### config.mk
export PLATFORM = sky130hd
export DESIGN_NAME = sdw_dev
export DESIGN_NICKNAME = d
export VERILOG_FILES = /design/src/common/sdw_pkg.sv /design/src/common/sdw_rd_if.sv /design/src/rtl/sdw_bank.sv /design/src/rtl/sdw_rdpipe.sv /design/src/rtl/sdw_dev.sv
export SDC_FILE = /design/constraint.sdc
export NUM_CORES = 2
export LEC_CHECK = 0
export ABC_AREA = 1
export BUFFER_PORTS_ARGS = -buffer_cell sky130_fd_sc_hd__buf_2
export CAP_MARGIN = 0
export CORE_MARGIN = 8
export CORE_UTILIZATION = 55
export CTS_CLUSTER_SIZE = 20
export DETAILED_ROUTE_END_ITERATION = 8
export PLACE_DENSITY = 0.75
export REMOVE_ABC_BUFFERS = 1
export SLEW_MARGIN = 25
export SYNTH_ARGS = -nofsm -noshare
export SYNTH_HDL_FRONTEND = slang
export SYNTH_SLANG_ARGS = --single-unit
### constraint.sdc
create_clock -name pclk -period 2.95 [get_ports pclk]
set_input_delay 0.1475 -clock pclk [delete_from_list [all_inputs] [get_ports pclk]]
set_output_delay 0.1475 -clock pclk [all_outputs]
set_load 0.02 [all_outputs]
### src/common/sdw_pkg.sv
// Shared constants and types for the SDRAM write-termination core
package sdw_pkg;
	// Clock period and recovery figures in nanoseconds
	localparam int CLK_NS = 10;
	localparam int WR_NS = 15; // write_recovery_time
	localparam int RP_NS = 20; // precharge_period
	// Least times round up; never below one cycle
	localparam int WR_RAW = (WR_NS + CLK_NS - 1) / CLK_NS;
	localparam int RP_RAW = (RP_NS + CLK_NS - 1) / CLK_NS;
	localparam logic [3:0] WR_CNT = 4'((WR_RAW < 1) ? 1 : WR_RAW);
	localparam logic [3:0] RP_CNT = 4'((RP_RAW < 1) ? 1 : RP_RAW);
	// Geometry of the modelled array
	localparam int COL_W = 3;
	localparam int AP_BIT = 10; // auto_precharge_select_bit
	// APB register byte offsets
	localparam logic [11:0] MODE_OFF = 12'h000;
	localparam logic [11:0] STAT_OFF = 12'h004;
	localparam logic [11:0] ERR_OFF = 12'h008;
	localparam logic [11:0] WCNT_OFF = 12'h00c;
	// Mode register fields and reset value (burst of four, latency two)
	localparam int BL_LSB = 0;
	localparam int CL_LSB = 4;
	localparam int WBM_BIT = 9; // write_burst_mode_bit
	localparam logic [2:0] BL_FULL = 3'h7;
	localparam logic [31:0] MODE_RST = 32'h0000_0022;
	// Error flag positions
	localparam int ERR_CLOSED = 0;
	localparam int ERR_BUSY = 1;
	localparam int ERR_EARLY = 2;
	// Command encodings {cs_n, ras_n, cas_n, we_n}
	typedef enum logic [3:0] {
		SDW_ACT = 4'b0011,
		SDW_PRE = 4'b0010,
		SDW_RD = 4'b0101,
		SDW_WR = 4'b0100,
		SDW_BST = 4'b0110,
		SDW_NOP = 4'b0111
	} sdw_cmd_t;
	// State of one running burst
	typedef struct packed {
		logic act;
		logic [1:0] bank;
		logic [COL_W-1:0] col;
		logic [3:0] left;
		logic ap;
		logic full;
	} sdw_burst_t;
endpackage

### src/common/sdw_rd_if.sv
// Read-data pipeline carrier between core and latency stage
`timescale 1ns/1ns
interface sdw_rd_if;
	logic push; // Element fetched this edge
	logic [31:0] data; // Fetched element
	logic [1:0] cl; // CAS latency, 1..3
	logic vld; // Output element valid
	logic [31:0] q; // Output element
	modport core (output push, output data, output cl, input vld, input q);
	modport pipe (input push, input data, input cl, output vld, output q);
endinterface

### src/rtl/sdw_bank.sv
// Per-bank row, write recovery and precharge tracker
`timescale 1ns/1ns
module sdw_bank (
	input wire logic clk,
	input wire logic rst_n,
	input wire logic act_go,
	input wire logic pre_go,
	input wire logic rec_go,
	input wire logic wstore,
	output logic open,
	output logic busy,
	output logic guard
);
	logic open_r; // Row open
	logic [3:0] rec_r; // Auto precharge write recovery
	logic [3:0] rp_r; // Precharge period remaining
	logic [3:0] wg_r; // Recovery since last stored data
	wire rec_fire = (rec_r == 4'h1); // Recovery done, close now
	wire pre_start = (pre_go & open_r) | rec_fire;
	// Bank state; a precharge to an idle bank is a no-op
	always_ff @(posedge clk or negedge rst_n) begin
		if (!rst_n) begin
			open_r <= 1'b0;
			rec_r <= 4'h0;
			rp_r <= 4'h0;
			wg_r <= 4'h0;
		end else begin
			open_r <= act_go | (open_r & ~pre_start);
			rec_r <= rec_go ? sdw_pkg::WR_CNT : rec_r - {3'h0, |rec_r};
			rp_r <= pre_start ? sdw_pkg::RP_CNT : rp_r - {3'h0, |rp_r};
			// Loaded one short: a PRECHARGE exactly WR_CNT edges after the data is legal
			wg_r <= wstore ? (sdw_pkg::WR_CNT - 4'h1) : wg_r - {3'h0, |wg_r};
		end
	end
	assign open = open_r & ~(|rec_r);
	// Busy until the row is really closed and the precharge has run out
	assign busy = (|rp_r) | (|rec_r);
	assign guard = |wg_r;
endmodule

### src/rtl/sdw_rdpipe.sv
// CAS latency delay line for read data
`timescale 1ns/1ns
module sdw_rdpipe (
	input wire logic clk,
	input wire logic rst_n,
	sdw_rd_if.pipe rp
);
	logic [2:0] v_r; // Stage valid, stage 0 is the output
	logic [31:0] d_r [0:2]; // Stage data
	// Elements enter at stage cl-1 and walk towards stage 0.
	// Changing the latency with data in flight may collide stages.
	always_ff @(posedge clk or negedge rst_n) begin
		if (!rst_n) begin
			v_r <= 3'h0;
			for (int i = 0; i < 3; i++) begin
				d_r[i] <= 32'h0;
			end
		end else begin
			for (int i = 0; i < 3; i++) begin
				if (rp.push && (2'(i) == rp.cl - 2'h1)) begin
					v_r[i] <= 1'b1;
					d_r[i] <= rp.data;
				end else if (i < 2) begin
					v_r[i] <= v_r[i+1];
					d_r[i] <= d_r[i+1];
				end else begin
					v_r[i] <= 1'b0;
				end
			end
		end
	end
	assign rp.vld = v_r[0];
	assign rp.q = d_r[0];
endmodule

### src/rtl/sdw_dev.sv
// SDRAM device core: write bursts, termination and precharge
//
// Added by the designer: the placing of the registers and the APB slave port.
`timescale 1ns/1ns
module sdw_dev (
	input wire logic pclk,
	input wire logic presetn,
	input wire logic psel,
	input wire logic penable,
	input wire logic pwrite,
	input wire logic [11:0] paddr,
	input wire logic [31:0] pwdata,
	output logic [31:0] prdata,
	output logic pready,
	output logic pslverr,
	input wire logic cs_n,
	input wire logic ras_n,
	input wire logic cas_n,
	input wire logic we_n,
	input wire logic bank_select_low,
	input wire logic bank_select_high,
	input wire logic [11:0] addr,
	input wire logic [31:0] dq_in,
	input wire logic [3:0] dqm,
	output logic [31:0] dq_out,
	output logic dq_oe_n
);
	sdw_rd_if rdi ();
	// Register file
	logic [31:0] mode_r; // Burst length, latency, write mode
	logic [2:0] err_r; // Sticky command errors
	logic [15:0] wcnt_r; // Stored write elements
	logic [31:0] prdata_r; // Read data, captured in setup
	// Burst trackers
	sdw_pkg::sdw_burst_t wr_r, wr_nxt;
	sdw_pkg::sdw_burst_t rd_r, rd_nxt;
	// Storage: one row per bank, addressed by {bank, column}
	logic [31:0] mem_r [0:(4<<sdw_pkg::COL_W)-1];
	// Per-bank tracker outputs and controls
	logic [3:0] bank_open, bank_busy, bank_guard;
	logic [3:0] act_go, pre_go, rec_go, st_go;

	// APB decode; zero wait states
	wire apb_setup = psel & ~penable;
	wire apb_wr = psel & penable & pwrite;
	wire sel_mode = (paddr == sdw_pkg::MODE_OFF);
	wire sel_stat = (paddr == sdw_pkg::STAT_OFF);
	wire sel_err = (paddr == sdw_pkg::ERR_OFF);
	wire sel_wcnt = (paddr == sdw_pkg::WCNT_OFF);
	wire apb_hit = sel_mode | sel_stat | sel_err | sel_wcnt;
	assign pready = 1'b1;
	assign pslverr = psel & penable & ~apb_hit;
	assign prdata = prdata_r;
	wire [31:0] stat_w = {22'h0, rd_r.act, wr_r.act, bank_busy, bank_open};
	wire [31:0] rsel_w = sel_mode ? mode_r :
		sel_stat ? stat_w :
		sel_err ? {29'h0, err_r} :
		sel_wcnt ? {16'h0, wcnt_r} : 32'h0;

	// Mode fields
	wire [2:0] bl_code = mode_r[sdw_pkg::BL_LSB +: 3];
	wire full_pg = (bl_code == sdw_pkg::BL_FULL);
	wire [3:0] bl_len = 4'h1 << bl_code[1:0];
	wire wbm = mode_r[sdw_pkg::WBM_BIT];
	wire [1:0] cl_raw = mode_r[sdw_pkg::CL_LSB +: 2];
	// Single writes when the write burst mode bit is set, unless page mode overrides it
	wire [3:0] wr_len = (wbm & ~full_pg) ? 4'h1 : bl_len;
	wire [3:0] rd_len = bl_len;

	// Command decode, pins sampled on the rising edge
	wire [3:0] cmd_w = {cs_n, ras_n, cas_n, we_n};
	wire [1:0] ba = {bank_select_high, bank_select_low};
	wire ap = addr[sdw_pkg::AP_BIT];
	wire [sdw_pkg::COL_W-1:0] col = addr[sdw_pkg::COL_W-1:0];
	wire is_act = (cmd_w == sdw_pkg::SDW_ACT);
	wire is_pre = (cmd_w == sdw_pkg::SDW_PRE);
	wire is_rd = (cmd_w == sdw_pkg::SDW_RD);
	wire is_wr = (cmd_w == sdw_pkg::SDW_WR);
	wire is_bst = (cmd_w == sdw_pkg::SDW_BST);
	// Legality against the bank trackers; illegal READ, WRITE and ACTIVE are dropped, an early PRECHARGE still runs
	wire tgt_ok = bank_open[ba] & ~bank_busy[ba];
	wire rd_ok = is_rd & tgt_ok;
	wire wr_ok = is_wr & tgt_ok;
	wire act_ok = is_act & ~bank_open[ba] & ~bank_busy[ba];
	wire bad_closed = (is_rd | is_wr) & ~bank_open[ba];
	wire bad_busy = (is_rd | is_wr | is_act) & bank_busy[ba];
	// All banks when the select bit is high, else the addressed one
	wire [3:0] pre_sel = is_pre ? (ap ? 4'hf : 4'h1 << ba) : 4'h0;
	wire bad_early = |(pre_sel & bank_guard & bank_open);
	// Auto precharge only for fixed-length bursts
	wire eff_ap = ap & ~full_pg;

	// Write burst: stopped by READ, WRITE, terminate or same-bank PRECHARGE
	wire wr_stop = rd_ok | wr_ok | is_bst | pre_sel[wr_r.bank];
	wire wr_cont = wr_r.act & ~wr_stop;
	wire wr_last = wr_cont & ~wr_r.full & (wr_r.left == 4'h1);
	wire store = wr_ok | wr_cont;
	wire [1:0] st_bank = wr_ok ? ba : wr_r.bank;
	wire [sdw_pkg::COL_W-1:0] st_col = wr_ok ? col : wr_r.col;
	// Other-bank access interrupting a write with auto precharge
	wire wr_intr = wr_r.act & wr_r.ap & (rd_ok | wr_ok) & (ba != wr_r.bank);
	wire [3:0] wr_rec_bank = 4'h1 << wr_r.bank;
	wire [3:0] new_bank = 4'h1 << ba;
	// Recovery starts at the last stored element or at the interrupt
	assign rec_go = ((wr_ok & eff_ap & ~full_pg & (wr_len == 4'h1)) ? new_bank : 4'h0)
		| (((wr_last & wr_r.ap) | wr_intr) ? wr_rec_bank : 4'h0);
	// Fully masked edges are not wanted data and leave the recovery guard alone
	assign st_go = (store & ~(&dqm)) ? (4'h1 << st_bank) : 4'h0;
	assign act_go = act_ok ? new_bank : 4'h0;

	// Read burst
	wire rd_stop = rd_ok | wr_ok | is_bst | pre_sel[rd_r.bank];
	wire rd_cont = rd_r.act & ~rd_stop;
	wire rd_last = rd_cont & ~rd_r.full & (rd_r.left == 4'h1);
	wire fetch = rd_ok | rd_cont;
	wire [1:0] f_bank = rd_ok ? ba : rd_r.bank;
	wire [sdw_pkg::COL_W-1:0] f_col = rd_ok ? col : rd_r.col;
	// Other-bank access ends a read with auto precharge at once
	wire rd_intr = rd_r.act & rd_r.ap & (rd_ok | wr_ok) & (ba != rd_r.bank);
	wire [3:0] rd_pre_bank = 4'h1 << rd_r.bank;
	assign pre_go = pre_sel
		| ((rd_ok & eff_ap & (rd_len == 4'h1)) ? new_bank : 4'h0)
		| (((rd_last & rd_r.ap) | rd_intr) ? rd_pre_bank : 4'h0);

	// Next burst states
	always_comb begin
		wr_nxt = wr_r;
		if (wr_ok) begin
			wr_nxt.act = full_pg | (wr_len != 4'h1);
			wr_nxt.bank = ba;
			wr_nxt.left = wr_len - 4'h1;
			wr_nxt.ap = eff_ap;
			wr_nxt.full = full_pg;
		end else if (wr_cont) begin
			wr_nxt.act = ~wr_last;
			wr_nxt.left = wr_r.left - {3'h0, ~wr_r.full};
		end else begin
			wr_nxt.act = 1'b0;
		end
		wr_nxt.col = store ? st_col + 1'b1 : wr_r.col;
	end
	always_comb begin
		rd_nxt = rd_r;
		if (rd_ok) begin
			rd_nxt.act = full_pg | (rd_len != 4'h1);
			rd_nxt.bank = ba;
			rd_nxt.left = rd_len - 4'h1;
			rd_nxt.ap = eff_ap;
			rd_nxt.full = full_pg;
		end else if (rd_cont) begin
			rd_nxt.act = ~rd_last;
			rd_nxt.left = rd_r.left - {3'h0, ~rd_r.full};
		end else begin
			rd_nxt.act = 1'b0;
		end
		rd_nxt.col = fetch ? f_col + 1'b1 : rd_r.col;
	end

	// Error flags: a new event wins over a same-cycle clear
	wire [2:0] err_set = {bad_early, bad_busy, bad_closed & ~bad_busy};
	wire [2:0] err_clr = (apb_wr & sel_err) ? pwdata[2:0] : 3'h0;

	// Registers and bursts
	always_ff @(posedge pclk or negedge presetn) begin
		if (!presetn) begin
			mode_r <= sdw_pkg::MODE_RST;
			err_r <= 3'h0;
			wcnt_r <= 16'h0;
			prdata_r <= 32'h0;
			wr_r <= '0;
			rd_r <= '0;
		end else begin
			if (apb_wr & sel_mode) begin
				mode_r <= pwdata;
			end
			err_r <= (err_r & ~err_clr) | err_set;
			wcnt_r <= wcnt_r + {15'h0, store};
			prdata_r <= apb_setup ? rsel_w : prdata_r;
			wr_r <= wr_nxt;
			rd_r <= rd_nxt;
		end
	end

	// Array write with byte mask; no reset on storage
	always_ff @(posedge pclk) begin
		if (store) begin
			for (int b = 0; b < 4; b++) begin
				if (!dqm[b]) begin
					mem_r[{st_bank, st_col}][b*8 +: 8] <= dq_in[b*8 +: 8];
				end
			end
		end
	end

	// Bank trackers
	for (genvar g = 0; g < 4; g++) begin : g_bank
		sdw_bank u_bank (
			.clk(pclk),
			.rst_n(presetn),
			.act_go(act_go[g]),
			.pre_go(pre_go[g]),
			.rec_go(rec_go[g]),
			.wstore(st_go[g]),
			.open(bank_open[g]),
			.busy(bank_busy[g]),
			.guard(bank_guard[g])
		);
	end

	// Read data after CAS latency; zero latency runs as one
	assign rdi.push = fetch;
	assign rdi.data = mem_r[{f_bank, f_col}];
	assign rdi.cl = (cl_raw == 2'h0) ? 2'h1 : cl_raw;
	sdw_rdpipe u_pipe (
		.clk(pclk),
		.rst_n(presetn),
		.rp(rdi.pipe)
	);
	assign dq_out = rdi.q;
	assign dq_oe_n = ~rdi.vld;
endmodule

==> metrics.md <==
| Metric | Value |
|---|---|
| Status | `finished, violations left` |
| Failing checks | `negative setup slack` |
| Worst flop-to-flop path endpoint | `u_pipe.d_r[50]` |
| I/O pins | `170` |
| Worst hold slack | `0.0192 ns` |
| Max H-tree Level | `4` |
| Final core area utilization | `0.705` |
| Critical path's slowest cell | `sky130_fd_sc_hd__dfrtp_1` |
| Per-cell routed wire length | `23.4 µm` |
| RR Startpoint | `g_bank[1].u_bank.rec_r[0]` |
| Synthesized-area fraction occupied by and/or/nand/nor cells | `0.227` |
| Startpoint class of the critical path | `register` |
| Total wirelength of the detailed-routed design | `181 mm` |
| Upper clock frequency limit | `0.322 GHz` |
| All-layer global routing usage | `0.282` |
| Final setup vio count | `728` |
| Avg Inst Size Synth | `10.1 µm²` |
| Maximum number of pins on one net before global-route repair | `65` |
| Later-pin clock latency in the skew report | `0.76 ns` |
| DRC errors left | `0` |
| Number of hold violations in the final report | `0` |
| Cell count after synthesis | `5630` |
| Family of cells with the greatest summed delay on the critical path | `simple AND/OR/NAND/NOR gates` |
| Initial Util | `0.553` |
| Site row count | `118` |
| Post-synth cell types | `48` |
| Adder-cell share of the synthesized area | `0.00811` |
| Routed vias | `45462` |
| Smallest setup slack after layout | `-0.154 ns` |
| Net count of the finished layout | `6388` |
| Worst clock skew | `0.0338 ns` |
| Buffer levels on the longest clock path | `3` |
| GRT Residual Overflow | `0` |
| Total count of max-transition violations in the final report | `0` |
| Share of flip-flops with an asynchronous set or reset after synthesis | `0.201` |
| Input/output buffers | `160` |
| HP Start | `pwrite` |
| Normalized max-slew margin | `0.372` |
| Primary flip-flop cell chosen by synthesis mapping | `sky130_fd_sc_hd__edfxtp_1` |
| Worst setup path class | `reg2reg` |
| Top cells by area in the synthesized netlist | `sky130_fd_sc_hd__edfxtp_1, sky130_fd_sc_hd__dfrtp_1, sky130_fd_sc_hd__nand3_1` |
| Floorplan die area | `114000 µm²` |
| Setup crit end kind | `register` |
| Cell accounting for the most synthesized area | `sky130_fd_sc_hd__edfxtp_1` |
| Classification of the worst-slack hold path | `in2reg` |
| Initial antenna violation count | `5` |
| Least-Margin Pin Slew | `0.938 ns` |
| Capture endpoint of the worst hold path | `err_r[2]` |
| Worst-path cell chain | `nor2_2 -> nand2_2 -> o21ai_2 -> nand2_1 -> nor2_4 -> buf_6 -> nand3_4 -> buf_6 -> nand2_4 -> o21ai_4 -> buf_12 -> buf_16 -> buf_12 -> buf_4 -> nand3_1 -> nand3_2 -> nand3_4 -> nand3_4 -> nand3_1 -> nand2_1` |
| Wire length of the first global-routing pass | `251 mm` |
| Number of synthesized register bits | `1282` |
| Post-synthesis cell area | `57100 µm²` |
| RSZ-0062 raised after global routing | `yes` |
| Die extent in x | `338 µm` |
| Ratio of cells with drive above 1 in the final layout | `0.234` |
| Area share of the largest cell type after synthesis | `0.539` |
| CP most frequent cell | `sky130_fd_sc_hd__nand3_4` |
| Synth warnings | `0` |
| Vias in the first global route | `43294` |
| Ratio of final minimum period to clock period | `1.05` |
| Clock Pin Slew Worst Setup and Hold Paths | `0.06 ns` |
| Worst stage delay on the critical path | `0.40 ns` |
| Largest fanout on the critical path | `6` |
| Static Leak | `31.6 nW` |
| Initial detailed-routing violation count | `6367` |
| Tmin final | `3.10 ns` |
| Number of sinks driven by the clock tree | `1282` |
| Worst path required time | `3.57 ns` |
| Synth-to-Final Area Change | `27.5%` |
| MaxCap Viol Count | `0` |
| Flop2flop setup slack | `-0.15 ns` |
| CTS Root Cell | `sky130_fd_sc_hd__clkbuf_16` |
| Worst ir drop on vdd | `492 µV` |
| Drt pass-1 iters | `9` |
| Worst hold path stage count | `6` |
| Main combinational cell family by area after synthesis | `simple AND/OR/NAND/NOR gates` |
| DP HPWL | `99.6 mm` |
| Number of buffer and inverter instances along the worst setup path | `6` |
| Worst Reg2Reg Path Length in Cells | `20` |
| TritonCTS clock tree | `built` |
| Proportion of synthesized chip area in sequential cells | `0.652` |
| Leading cell type in the layout, fill and taps excluded | `sky130_fd_sc_hd__nand2_1` |
| Synth Area in Compound Gates | `0.0133` |
| Die height | `338 µm` |
| Power density over the cells | `600 nW/µm²` |
| Number of CTS-inserted buffers | `134` |
| Area of the placeable core | `103000 µm²` |
| Routability congestion estimate | `0.901` |
| Post-synthesis xor/xnor area fraction | `0.00614` |
| Share of synthesized area spent on multiplexers | `0.00335` |
| Fill cell count | `6415` |
| Post-synth EDFFs | `1024` |
| Post-DR vias/cell | `5.87` |
| Final ANT Viol Nets | `0` |
| Signal arrival time at the worst endpoint | `3.73 ns` |
| Commonest cells after routing, fill and taps aside | `sky130_fd_sc_hd__nand2_1, sky130_fd_sc_hd__edfxtp_1, sky130_fd_sc_hd__inv_1, sky130_fd_sc_hd__nand3_1, sky130_fd_sc_hd__buf_4` |
-- registers in the layout (all words and copies together), names as in the netlist --
name,count
u_pipe.rp.q,32
stat_w,1
mem_r,1024
u_pipe.d_r,64
wcnt_r,16
wr_r,11
g_bank.u_bank.wg_r,16
g_bank.u_bank.rp_r,16
rd_r,12
mode_r,32
u_pipe.v_r,3
err_r,3
g_bank.u_bank.open_r,4
g_bank.u_bank.rec_r,16
prdata,32
-- worst min-delay path: stages --
cell                      delay [ns]
sky130_fd_sc_hd__buf_2          0.10
sky130_fd_sc_hd__inv_1          0.04
sky130_fd_sc_hd__nor2_1         0.07
sky130_fd_sc_hd__nand3_1        0.18
sky130_fd_sc_hd__o21ai_0        0.11
sky130_fd_sc_hd__nand2_1        0.08
-- per-stage QoR --
| stage | TNS, ns | instances | total power [mW] | cell area (µm²) | setup WS (ns) |
|---|---|---|---|---|---|
| floorplan | -1064.29 | 5305 | 23.6 | 55400 | -10.07 |
| global placement | -63.89 | 7286 | 25.6 | 62200 | -0.272 |
| detailed placement | -117.88 | 7286 | 25.7 | 62200 | -0.362 |
| CTS | -1.48 | 7671 | 42.5 | 69400 | -0.0723 |
| global route | -127.55 | 7735 | 44.8 | 72700 | -0.236 |
| finish | -35.80 | 7739 | 43.6 | 72800 | -0.154 |
-- synth_stat cells (all sizes together), types with 4 or more instances --
cell type  count
nand2       1290
nand3       1106
edfxtp      1024
inv          929
nor2         277
dfrtp        256
buf          252
nand3b       161
clkbuf        73
o21ai         57
ha            37
a21oi         33
xor2          25
mux2          17
xnor2         15
nor3          13
o22ai         12
nand4         10
o31ai         10
a31oi          7
nor4           6
or2            4
-- where the power goes --
group / switching, mW / internal [mW]
sequential: 0.316 / 20.0
clock: 7.03 / 9.34
combinational: 4.21 / 2.72
total: 11.6 / 32.1
-- logic make-up after synthesis --
family	count (synthesis)
AOI/OAI and AO/OA	131
muxes	17
adders and majority gates	37
other	1
and+or+nand+nor	2868
DFF	1282
buffers and inverters	1254
xor gates and xnor gates	40
-- per-layer routing --
| layer | vias to the layer above | share of wire | track usage |
|---|---|---|---|
| li1 | 19706 | - | - |
| met5 | - | 0.000066 | 0 |
| met2 | 3473 | 0.46 | 0.448 |
| met3 | 754 | 0.13 | 0.0702 |
| met4 | 2 | 0.061 | 0.144 |
| met1 | 21527 | 0.34 | 0.361 |
-- cell type report --
class	instances	area [µm²]	area share
well taps	1380	1730	0.0237
flip-flops and latches	1282	37200	0.511
clock buffers	185	3710	0.0510
inverters	929	3510	0.0482
diodes	4	10.0	0.000138
multi-input cells	3101	17800	0.244
repair buffers	800	8340	0.115
clock inverters	58	487	0.00669
-- how the worst max path moves through the flow --
stage | start | cells after the start | slack [ns] | endpoint
after global placement | g_bank[1].u_bank.rec_r[1] | 16 | -0.27 | mem_r[27][23]
final | g_bank[1].u_bank.rec_r[0] | 20 | -0.15 | u_pipe.d_r[50]
after global routing | g_bank[3].u_bank.rec_r[2] | 18 | -0.24 | mem_r[20][17]
after CTS | g_bank[3].u_bank.rp_r[2] | 19 | -0.07 | u_pipe.rp.q[8]
after detailed placement | g_bank[1].u_bank.rec_r[1] | 15 | -0.36 | mem_r[7][30]
after floorplan | g_bank[1].u_bank.rec_r[1] | 10 | -10.07 | rd_r[7]
-- repair_timing --
item,CTS,global route
buffers inserted,49,46
pin swaps,53,150
cloned,21,28
setup endpoints to repair,1109,1139
endpoints found under the hold margin,666,0
hold buffers,72,0
resized for setup,311,543
Power figures use the tool's default switching activity.
